$ cat config.mk
export PLATFORM = sky130hd
export DESIGN_NAME = ctb_timer_regs
export DESIGN_NICKNAME = d
export VERILOG_FILES = /design/src/ctb_pkg.sv /design/src/ctb_timer_regs.sv
export SDC_FILE = /design/constraint.sdc
export NUM_CORES = 1
export LEC_CHECK = 0
export BUFFER_PORTS_ARGS = -buffer_cell sky130_fd_sc_hd__buf_2
export CORE_MARGIN = 2
export CORE_UTILIZATION = 55
export CTS_BUF_LIST = sky130_fd_sc_hd__clkbuf_4 sky130_fd_sc_hd__clkbuf_8
export DETAILED_ROUTE_END_ITERATION = 10
export PLACE_DENSITY = 0.78
export SKIP_CTS_REPAIR_TIMING = 1
export SLEW_MARGIN = 20
export SYNTH_ARGS = -nofsm -noshare
export SYNTH_HDL_FRONTEND = slang
export SYNTH_SLANG_ARGS = --single-unit
$ cat constraint.sdc
create_clock -name pclk -period 2.05 [get_ports pclk]
set_clock_uncertainty 0.15 [all_clocks]
set_input_delay 0.1025 -clock pclk [delete_from_list [all_inputs] [get_ports pclk]]
set_output_delay 0.1025 -clock pclk [all_outputs]
set_load 0.005 [all_outputs]
$ cat src/ctb_pkg.sv
/*
 * ctb_pkg: shared constants and types of the control timer register bank.
 * assumes an apb slave, register index = printed offset, byte address = index * 4.
 */
package ctb_pkg;

    // ==========================================
    // register indices
    localparam logic [5:0] IDX_PRIMARY_CONTROL   = 6'h00;
    localparam logic [5:0] IDX_WAVEFORM_MODE     = 6'h01;
    localparam logic [5:0] IDX_OUTPUT_ROUTING    = 6'h02;
    localparam logic [5:0] IDX_OVERRIDE_VALUE    = 6'h03;
    localparam logic [5:0] IDX_COMMAND_STROBES   = 6'h04;
    localparam logic [5:0] IDX_EVENT_INPUT_A     = 6'h08;
    localparam logic [5:0] IDX_EVENT_INPUT_B     = 6'h09;
    localparam logic [5:0] IDX_IRQ_ENABLE        = 6'h0C;
    localparam logic [5:0] IDX_IRQ_FLAGS         = 6'h0D;
    localparam logic [5:0] IDX_TIMER_STATUS      = 6'h0E;
    localparam logic [5:0] IDX_INPUT_A_MODE      = 6'h10;
    localparam logic [5:0] IDX_INPUT_B_MODE      = 6'h11;
    localparam logic [5:0] IDX_FAULT_OUTPUT      = 6'h12;
    localparam logic [5:0] IDX_DELAY_CONTROL     = 6'h14;
    localparam logic [5:0] IDX_DELAY_VALUE       = 6'h15;
    localparam logic [5:0] IDX_DITHER_CONTROL    = 6'h18;
    localparam logic [5:0] IDX_DITHER_VALUE      = 6'h19;
    localparam logic [5:0] IDX_DEBUG_CONTROL     = 6'h1E;
    localparam logic [5:0] IDX_CAPTURE_A         = 6'h22;
    localparam logic [5:0] IDX_CAPTURE_B         = 6'h24;
    localparam logic [5:0] IDX_COMPARE_A_SET     = 6'h28;
    localparam logic [5:0] IDX_COMPARE_A_CLEAR   = 6'h2A;
    localparam logic [5:0] IDX_COMPARE_B_SET     = 6'h2C;
    localparam logic [5:0] IDX_COMPARE_B_CLEAR   = 6'h2E;

    // ==========================================
    // reset values and field positions
    localparam logic [7:0]  RST_BYTE             = 8'h00;
    localparam logic [15:0] RST_COMPARE          = 16'h0000;
    localparam logic [15:0] RST_COMPARE_B_CLEAR  = 16'h0FFF;
    localparam int          POS_SCAPTURE_A       = 3;
    localparam int          POS_SCAPTURE_B       = 4;
    localparam int          POS_FLAG_OVF         = 0;

    // ==========================================
    // field encodings
    localparam logic [1:0] SRC_INTERNAL_20MHZ_OSCILLATOR   = 2'h0;
    localparam logic [1:0] SRC_EXTERNAL = 2'h2;
    localparam logic [1:0] SRC_SYSTEM   = 2'h3;
    localparam logic [1:0] CPRES_DIV1   = 2'h0;
    localparam logic [1:0] CPRES_DIV4   = 2'h1;
    localparam logic [1:0] CPRES_DIV32  = 2'h2;
    localparam logic [4:0] MASK_DIV1    = 5'h00;
    localparam logic [4:0] MASK_DIV4    = 5'h03;
    localparam logic [4:0] MASK_DIV32   = 5'h1F;

    localparam logic [1:0] SLEEP_ACTIVE    = 2'h0;
    localparam logic [1:0] SLEEP_IDLE      = 2'h1;
    localparam logic [1:0] SLEEP_STANDBY   = 2'h2;
    localparam logic [1:0] SLEEP_POWERDOWN = 2'h3;

    typedef struct packed {
        logic       unused7;
        logic [1:0] timer_clock_source;
        logic [1:0] counter_prescaler;
        logic [1:0] sync_prescaler;
        logic       enable;
    } ctb_primary_t;

    typedef struct packed {
        logic [11:0] a_set;
        logic [11:0] a_clear;
        logic [11:0] b_set;
        logic [11:0] b_clear;
    } ctb_compare_t;

    typedef enum logic [1:0] {
        ST_IDLE = 2'b01,
        ST_RESP = 2'b10
    } ctb_bus_state_t;

endpackage

$ cat src/ctb_timer_regs.sv
/*
 * ctb_timer_regs: apb register bank, protection, sleep gating and domain
 * staging of a 12-bit control timer with a simple set/clear waveform pair.
 * assumes osc_tick and ext_tick are one-cycle pulses synchronous to pclk and
 * that protect_unlock is the cpu's io key window, already timed by the cpu.
 */
// Implementation choice: register access over APB.
`timescale 1ns/100ps
module ctb_timer_regs #(
    parameter int CW = 12
) (
    // apb
    input  wire logic        pclk,
    input  wire logic        presetn,
    input  wire logic        psel,
    input  wire logic        penable,
    input  wire logic        pwrite,
    input  wire logic [7:0]  paddr,
    input  wire logic [31:0] pwdata,
    output logic      [31:0] prdata,
    output logic             pready,
    output logic             pslverr,
    // system
    input  wire logic [1:0]  sleep_state,
    input  wire logic        protect_unlock,
    input  wire logic        osc_tick,
    input  wire logic        ext_tick,
    // timer outputs
    output logic             wave_a,
    output logic             wave_b,
    output logic             timer_running
);

    // ==========================================
    // bus side state
    ctb_pkg::ctb_bus_state_t state_reg, state_next;
    logic [31:0]             prdata_reg, prdata_next;
    logic                    pready_reg, pready_next;
    logic                    pslverr_reg, pslverr_next;
    ctb_pkg::ctb_primary_t   primary_reg, primary_next;
    logic [7:0]              misc_reg [0:31];
    logic [7:0]              misc_next [0:31];
    logic [7:0]              fault_reg, fault_next;
    logic [7:0]              flags_reg, flags_next;
    ctb_pkg::ctb_compare_t   cmp_reg, cmp_next;
    logic [CW-1:0]           cap_a_reg, cap_a_next;
    logic [CW-1:0]           cap_b_reg, cap_b_next;
    logic                    cap_req_reg, cap_req_next;
    logic                    cap_sel_reg, cap_sel_next;
    logic                    ack_s1_reg, ack_s2_reg, ack_d_reg;
    logic                    wrap_s1_reg, wrap_s2_reg, wrap_d_reg;

    // ==========================================
    // timer side state
    ctb_pkg::ctb_primary_t   cfg_s1_reg, cfg_s2_reg;
    ctb_pkg::ctb_compare_t   cmps_s1_reg, cmps_s2_reg;
    logic                    req_s1_reg, req_s2_reg;
    logic                    ack_reg, ack_next;
    logic [CW-1:0]           cap_val_reg, cap_val_next;
    logic [2:0]              sdiv_reg, sdiv_next;
    logic [4:0]              cdiv_reg, cdiv_next;
    logic [CW-1:0]           cnt_reg, cnt_next;
    logic                    wrap_tgl_reg, wrap_tgl_next;
    logic                    wa_reg, wa_next, wb_reg, wb_next;
    logic                    run_reg, run_next;

    logic [5:0]              idx;
    logic                    wr_go, enable_ready, cmd_ready, halted;
    logic                    src_tick, sync_tick, cnt_tick;
    logic [2:0]              smask;
    logic [4:0]              cmask;

    assign idx          = paddr[7:2];
    assign wr_go        = psel && penable && pwrite && pready_reg;
    assign enable_ready = (primary_reg.enable == cfg_s2_reg.enable);
    // judged on the delayed ack, so ready never shows before the capture word has landed
    assign cmd_ready    = (cap_req_reg == ack_d_reg);

    // ==========================================
    // bus and register next state
    always_comb begin
        state_next   = state_reg;
        prdata_next  = prdata_reg;
        pready_next  = 1'b0;
        pslverr_next = 1'b0;
        primary_next = primary_reg;
        fault_next   = fault_reg;
        flags_next   = flags_reg;
        cmp_next     = cmp_reg;
        cap_a_next   = cap_a_reg;
        cap_b_next   = cap_b_reg;
        cap_req_next = cap_req_reg;
        cap_sel_next = cap_sel_reg;
        for (int i = 0; i < 32; i++) begin
            misc_next[i] = misc_reg[i];
        end
        // counter wrap seen, set wins over a same-cycle clear
        if (wrap_s2_reg != wrap_d_reg) begin
            flags_next[ctb_pkg::POS_FLAG_OVF] = 1'b1;
        end
        case (state_reg)
            ctb_pkg::ST_IDLE: begin
                if (psel && !penable) begin
                    state_next   = ctb_pkg::ST_RESP;
                    pready_next  = 1'b1;
                    prdata_next  = 32'h0000_0000;
                    case (idx)
                        ctb_pkg::IDX_PRIMARY_CONTROL: prdata_next[7:0] = primary_reg;
                        ctb_pkg::IDX_WAVEFORM_MODE, ctb_pkg::IDX_OUTPUT_ROUTING,
                        ctb_pkg::IDX_OVERRIDE_VALUE, ctb_pkg::IDX_EVENT_INPUT_A,
                        ctb_pkg::IDX_EVENT_INPUT_B, ctb_pkg::IDX_IRQ_ENABLE,
                        ctb_pkg::IDX_INPUT_A_MODE, ctb_pkg::IDX_INPUT_B_MODE,
                        ctb_pkg::IDX_DELAY_CONTROL, ctb_pkg::IDX_DELAY_VALUE,
                        ctb_pkg::IDX_DITHER_CONTROL, ctb_pkg::IDX_DITHER_VALUE,
                        ctb_pkg::IDX_DEBUG_CONTROL: prdata_next[7:0] = misc_reg[idx[4:0]];
                        ctb_pkg::IDX_COMMAND_STROBES: prdata_next[7:0] = 8'h00;
                        ctb_pkg::IDX_IRQ_FLAGS:       prdata_next[7:0] = flags_reg;
                        ctb_pkg::IDX_TIMER_STATUS:    prdata_next[1:0] = {cmd_ready, enable_ready};
                        ctb_pkg::IDX_FAULT_OUTPUT:    prdata_next[7:0] = fault_reg;
                        ctb_pkg::IDX_CAPTURE_A:       prdata_next[CW-1:0] = cap_a_reg;
                        ctb_pkg::IDX_CAPTURE_B:       prdata_next[CW-1:0] = cap_b_reg;
                        ctb_pkg::IDX_COMPARE_A_SET:   prdata_next[11:0] = cmp_reg.a_set;
                        ctb_pkg::IDX_COMPARE_A_CLEAR: prdata_next[11:0] = cmp_reg.a_clear;
                        ctb_pkg::IDX_COMPARE_B_SET:   prdata_next[11:0] = cmp_reg.b_set;
                        ctb_pkg::IDX_COMPARE_B_CLEAR: prdata_next[11:0] = cmp_reg.b_clear;
                        default: pslverr_next = 1'b1;
                    endcase
                end
            end
            ctb_pkg::ST_RESP: begin
                state_next = ctb_pkg::ST_IDLE;
                if (wr_go && !pslverr_reg) begin
                    case (idx)
                        ctb_pkg::IDX_PRIMARY_CONTROL: begin
                            if (enable_ready) begin
                                primary_next.enable = pwdata[0];
                            end
                            if (!primary_reg.enable) begin
                                primary_next.timer_clock_source = pwdata[6:5];
                                primary_next.counter_prescaler  = pwdata[4:3];
                                primary_next.sync_prescaler     = pwdata[2:1];
                            end
                        end
                        ctb_pkg::IDX_COMMAND_STROBES: begin
                            if (cmd_ready && (pwdata[ctb_pkg::POS_SCAPTURE_A] || pwdata[ctb_pkg::POS_SCAPTURE_B])) begin
                                cap_req_next = ~cap_req_reg;
                                cap_sel_next = pwdata[ctb_pkg::POS_SCAPTURE_B];
                            end
                        end
                        ctb_pkg::IDX_IRQ_FLAGS: begin
                            flags_next = flags_reg & ~pwdata[7:0];
                            if (wrap_s2_reg != wrap_d_reg) begin
                                flags_next[ctb_pkg::POS_FLAG_OVF] = 1'b1;
                            end
                        end
                        ctb_pkg::IDX_FAULT_OUTPUT: begin
                            // only the io key opens this; a locked write still completes
                            if (protect_unlock) begin
                                fault_next = pwdata[7:0];
                            end
                        end
                        ctb_pkg::IDX_COMPARE_A_SET:   cmp_next.a_set   = pwdata[11:0];
                        ctb_pkg::IDX_COMPARE_A_CLEAR: cmp_next.a_clear = pwdata[11:0];
                        ctb_pkg::IDX_COMPARE_B_SET:   cmp_next.b_set   = pwdata[11:0];
                        ctb_pkg::IDX_COMPARE_B_CLEAR: cmp_next.b_clear = pwdata[11:0];
                        ctb_pkg::IDX_TIMER_STATUS, ctb_pkg::IDX_CAPTURE_A,
                        ctb_pkg::IDX_CAPTURE_B: ;
                        default: misc_next[idx[4:0]] = pwdata[7:0];
                    endcase
                end
            end
            default: state_next = ctb_pkg::ST_IDLE;
        endcase
        // capture word is stable in the timer stage once its ack toggles
        if (ack_s2_reg != ack_d_reg) begin
            if (cap_sel_reg) begin
                cap_b_next = cap_val_reg;
            end else begin
                cap_a_next = cap_val_reg;
            end
        end
    end

    // ==========================================
    // timer stage next state
    always_comb begin
        halted = (sleep_state == ctb_pkg::SLEEP_STANDBY) || (sleep_state == ctb_pkg::SLEEP_POWERDOWN);
        case (cfg_s2_reg.timer_clock_source)
            ctb_pkg::SRC_INTERNAL_20MHZ_OSCILLATOR:   src_tick = osc_tick;
            ctb_pkg::SRC_EXTERNAL: src_tick = ext_tick;
            ctb_pkg::SRC_SYSTEM:   src_tick = 1'b1;
            default:               src_tick = 1'b0;
        endcase
        smask = (3'h1 << cfg_s2_reg.sync_prescaler) - 3'h1;
        case (cfg_s2_reg.counter_prescaler)
            ctb_pkg::CPRES_DIV1:  cmask = ctb_pkg::MASK_DIV1;
            ctb_pkg::CPRES_DIV4:  cmask = ctb_pkg::MASK_DIV4;
            ctb_pkg::CPRES_DIV32: cmask = ctb_pkg::MASK_DIV32;
            default:              cmask = ctb_pkg::MASK_DIV1;
        endcase
        run_next      = cfg_s2_reg.enable && !halted;
        sync_tick     = run_reg && src_tick && ((sdiv_reg & smask) == smask);
        cnt_tick      = sync_tick && ((cdiv_reg & cmask) == cmask);
        sdiv_next     = sdiv_reg;
        cdiv_next     = cdiv_reg;
        cnt_next      = cnt_reg;
        wrap_tgl_next = wrap_tgl_reg;
        wa_next       = wa_reg;
        wb_next       = wb_reg;
        if (!cfg_s2_reg.enable) begin
            sdiv_next = 3'h0;
            cdiv_next = 5'h00;
            cnt_next  = '0;
            wa_next   = fault_reg[0];
            wb_next   = fault_reg[1];
        end else if (run_reg && src_tick) begin
            sdiv_next = (sdiv_reg & smask) == smask ? 3'h0 : sdiv_reg + 3'h1;
            if (sync_tick) begin
                cdiv_next = (cdiv_reg & cmask) == cmask ? 5'h00 : cdiv_reg + 5'h01;
            end
            if (cnt_tick) begin
                if (cnt_reg == cmps_s2_reg.b_clear) begin
                    cnt_next      = '0;
                    wrap_tgl_next = ~wrap_tgl_reg;
                end else begin
                    cnt_next = cnt_reg + 1'b1;
                end
                if (cnt_reg == cmps_s2_reg.a_set) wa_next = 1'b1;
                if (cnt_reg == cmps_s2_reg.a_clear) wa_next = 1'b0;
                if (cnt_reg == cmps_s2_reg.b_set) wb_next = 1'b1;
                if (cnt_reg == cmps_s2_reg.b_clear) wb_next = 1'b0;
            end
        end
        ack_next     = ack_reg;
        cap_val_next = cap_val_reg;
        if (req_s2_reg != ack_reg) begin
            ack_next     = req_s2_reg;
            cap_val_next = cnt_reg;
        end
    end

    // ==========================================
    // registers
    always_ff @(posedge pclk or negedge presetn) begin
        if (!presetn) begin
            state_reg    <= ctb_pkg::ST_IDLE;
            prdata_reg   <= 32'h0000_0000;
            pready_reg   <= 1'b0;
            pslverr_reg  <= 1'b0;
            primary_reg  <= ctb_pkg::RST_BYTE;
            fault_reg    <= ctb_pkg::RST_BYTE;
            flags_reg    <= ctb_pkg::RST_BYTE;
            cmp_reg      <= {ctb_pkg::RST_COMPARE[11:0], ctb_pkg::RST_COMPARE[11:0],
                             ctb_pkg::RST_COMPARE[11:0], ctb_pkg::RST_COMPARE_B_CLEAR[11:0]};
            cap_a_reg    <= '0;
            cap_b_reg    <= '0;
            cap_req_reg  <= 1'b0;
            cap_sel_reg  <= 1'b0;
            for (int i = 0; i < 32; i++) begin
                misc_reg[i] <= ctb_pkg::RST_BYTE;
            end
            ack_s1_reg   <= 1'b0;
            ack_s2_reg   <= 1'b0;
            ack_d_reg    <= 1'b0;
            wrap_s1_reg  <= 1'b0;
            wrap_s2_reg  <= 1'b0;
            wrap_d_reg   <= 1'b0;
            cfg_s1_reg   <= ctb_pkg::RST_BYTE;
            cfg_s2_reg   <= ctb_pkg::RST_BYTE;
            cmps_s1_reg  <= '0;
            cmps_s2_reg  <= '0;
            req_s1_reg   <= 1'b0;
            req_s2_reg   <= 1'b0;
            ack_reg      <= 1'b0;
            cap_val_reg  <= '0;
            sdiv_reg     <= 3'h0;
            cdiv_reg     <= 5'h00;
            cnt_reg      <= '0;
            wrap_tgl_reg <= 1'b0;
            wa_reg       <= 1'b0;
            wb_reg       <= 1'b0;
            run_reg      <= 1'b0;
        end else begin
            state_reg    <= state_next;
            prdata_reg   <= prdata_next;
            pready_reg   <= pready_next;
            pslverr_reg  <= pslverr_next;
            primary_reg  <= primary_next;
            fault_reg    <= fault_next;
            flags_reg    <= flags_next;
            cmp_reg      <= cmp_next;
            cap_a_reg    <= cap_a_next;
            cap_b_reg    <= cap_b_next;
            cap_req_reg  <= cap_req_next;
            cap_sel_reg  <= cap_sel_next;
            for (int i = 0; i < 32; i++) begin
                misc_reg[i] <= misc_next[i];
            end
            ack_s1_reg   <= ack_reg;
            ack_s2_reg   <= ack_s1_reg;
            ack_d_reg    <= ack_s2_reg;
            wrap_s1_reg  <= wrap_tgl_reg;
            wrap_s2_reg  <= wrap_s1_reg;
            wrap_d_reg   <= wrap_s2_reg;
            cfg_s1_reg   <= primary_reg;
            cfg_s2_reg   <= cfg_s1_reg;
            cmps_s1_reg  <= cmp_reg;
            cmps_s2_reg  <= cmps_s1_reg;
            req_s1_reg   <= cap_req_reg;
            req_s2_reg   <= req_s1_reg;
            ack_reg      <= ack_next;
            cap_val_reg  <= cap_val_next;
            sdiv_reg     <= sdiv_next;
            cdiv_reg     <= cdiv_next;
            cnt_reg      <= cnt_next;
            wrap_tgl_reg <= wrap_tgl_next;
            wa_reg       <= wa_next;
            wb_reg       <= wb_next;
            run_reg      <= run_next;
        end
    end

    assign prdata        = prdata_reg;
    assign pready        = pready_reg;
    assign pslverr       = pslverr_reg;
    assign wave_a        = wa_reg;
    assign wave_b        = wb_reg;
    assign timer_running = run_reg;

endmodule // ctb_timer_regs

==> run metrics <==
critical path required time 2.47 ns; Clk Tree Root Cell clkbuf_8; worst hold slack after final layout -0.0176 ns; final net count 1939; critical path's largest stage delay about 0.55 ns; via count of the first global-routing pass roughly 15000; CP endpoint kind flip-flop; clock-pin slew reported for the worst setup and hold paths after clock tree synthesis 0.06 ns; maximum fanout along the worst path 7; kind of path behind the tightest hold check in2reg; detailed placer's ending HPWL approximately 40000 um; final setup margin -0.252 ns; cell with the largest stage delay on the worst path or4_1; number of pins with negative max-slew slack in the final report 0; wire length per cell after detailed routing 24.3 um; power density normalized to cell area about 770 mW/mm^2; Post-synth EDFFs 0; number of buffers and inverters on the critical path 0; area of the mapped netlist 0.0224 mm^2; I/O pin count 87; fraction of layout instances using a drive strength above 1 48.0%; flip-flop count of the largest register after layout 256; total CTS buffers 83; DRC violations left 0; failing checks hold timing, setup timing; TritonCTS clock tree built; status complete, but fails checks; register area share after synthesis 58.7%; antenna violations before repair 2; filler cell count 2519; max_slew headroom 39.9%; clock period minus final worst setup slack 2.30 ns; crit path cell chain ha_4 -> a21oi_2 -> a21o_1 -> or4_4 -> or4_1 -> a21oi_1; global placer's final weighted congestion 0.992; clock insertion delay at the later pin of the skew report 0.64 ns; placed cells about 2300; Synth Register Bits 524; Overflow after GRT 0; routed vias/inst 6.00; Final Power 21.8 mW; count of synthesis-stage warnings from yosys 0; number of port buffers 43; number of H-tree levels 3; area of the placeable core 0.0399 mm^2; family of cells with the greatest summed delay on the critical path simple AND/OR/NAND/NOR gates; post-synthesis instance total 1603; First-pass DRT Iterations 5; critical path start-end classification reg2reg; Vert. Die Dim 206 um; WL final 60100 um; syn avg cell area 13.9 um^2; ys async rst share 100%; Critical Path AT 2.73 ns; overall die area 0.0423 mm^2; leading register cell type out of synthesis dfrtp_1; Initial Util 56.0%; Tcrit/Tclk final 112%; clock tree buffer depth 3; kind of start point of the critical path flip-flop; post-synth cell types 80; antenna violation net count after detailed routing 0; Sink Count ~520; die span in x 206 um; unrepaired setup endpoints after global routing true; standard-cell row count 73; max_cap viols 0; Static Leak 13.8 nW; largest net degree at the start of global routing slightly below 100; Vias approximately 15000; growth of design area from synthesis to finish 26.4%; count of endpoints failing setup in the final report 266; final hold violations 2; Worst VDD drop 0.542 mV; Util after Layout 70.8%; final standard cell count with taps included and fillers excluded 2476; wire length of the first global-routing pass 89400 um; pin slew with the least headroom to its limit ~0.90 ns; peak clock frequency supported by timing 434 MHz; global-route usage over all layers 28.1%; starting DRC count in detailed routing between 1000 and 1500
cells in the final DEF, fill, tap and decap left out, drive strengths merged, types with 11 or more instances in the layout:
cell,synthesis,layout
a21oi,11,11
a221oi,11,11
a22oi,50,50
buf,81,297
clkbuf,55,139
conb,1,20
dfrtp,511,511
dfstp,13,13
dlygate4sd3,0,15
inv,9,12
mux2,342,342
mux2i,55,55
mux4,34,34
nand2,72,72
nand3,21,21
nand4,20,20
nor2,61,61
nor3,13,13
nor4,11,11
o21ai,24,24
o22ai,12,12
xnor2,29,29
xor2,27,27
power breakdown:
group	leakage, nW	internal [mW]	switching (mW)
Sequential	7.24	10.5	0.0860
Clock	0.977	5.53	4.08
Combinational	5.60	0.638	1.04
path summary, 6_finish.rpt:
path / start / end / slack (ns) / depth (start not counted)
min: pwdata[6] / flags_reg[6] / -0.02 / 3
min reg2reg: cmps_s1_reg[33] / cmps_s2_reg[33] / 0.20 / 0
max reg2reg: cfg_s2_reg[4] / cnt_reg[11] / -0.25 / 6
max in group asynchronous: presetn / misc_reg[175] / 1.19 / 3
max: cfg_s2_reg[4] / cnt_reg[11] / -0.25 / 6
min in group asynchronous: presetn / cap_val_reg[1] / 0.03 / 3
per-stage QoR:
step / setup slack (ns) / hold slack (ns) / instance area (um^2) / setup TNS, ns
3_5_place_dp: -0.377 / -0.118 / 24900 / -28.42
3_3_place_gp: -0.280 / -0.118 / 24900 / -16.79
2_1_floorplan: -0.144 / -0.343 / 22600 / -6.61
6_report: -0.252 / -0.0176 / 28200 / -25.32
4_1_cts: -0.323 / -0.806 / 26800 / -33.64
5_1_grt: -0.273 / 0.0126 / 28200 / -45.36
final cells by class:
cell class | count | area (um^2) | share of cell area [%]
repair buffers | 314 | 2930 | 10.4
clock buffers | 137 | 1670 | 5.92
flip-flops and latches | 524 | 13100 | 46.5
diodes | 1 | 2.50 | 0.00886
well taps | 525 | 657 | 2.33
inverters | 10 | 37.5 | 0.133
clock inverters | 13 | 154 | 0.545
multi-input cells | 952 | 9660 | 34.2
cell families (layout without fill, tap and decap cells):
family          count (synthesis)  in the layout  share of synthesized area (%)
flops                         524            524                           58.7
mux                           431            431                           23.1
simple gates                  261            261                           6.39
compound gates                179            179                           5.87
buf+inv                       146            474                           3.41
xor+xnor                       56             56                           2.19
fa+ha+maj                       5              5                          0.269
other cells                     1             21                         0.0168
worst register-to-register path, delay by kind of cell (launching register included):
family,cells,cell delay (ns)
fa+ha+maj,1,0.28
simple gates,2,1.05
compound gates,3,0.37
flops,1,0.40
layer usage:
metal  track usage [%]  wire length, um
met1              37.2            24500
met2              45.3            29200
met3              4.97             3610
met4              13.4             2780
met5                 0                0
Yosys cell counts (all sizes together), types with 20 or more instances:
cell / count / area [um^2]
xnor2: 29 / 254
nor2: 61 / 302
mux2i: 55 / 551
o21ai: 24 / 124
xor2: 27 / 236
mux2: 342 / 3850
buf: 81 / 517
nand2: 72 / 278
a22oi: 50 / 375
nand4: 20 / 125
nand3: 21 / 105
clkbuf: 55 / 208
dfrtp: 511 / 12800
mux4: 34 / 766
Power figures use the tool's default switching activity.
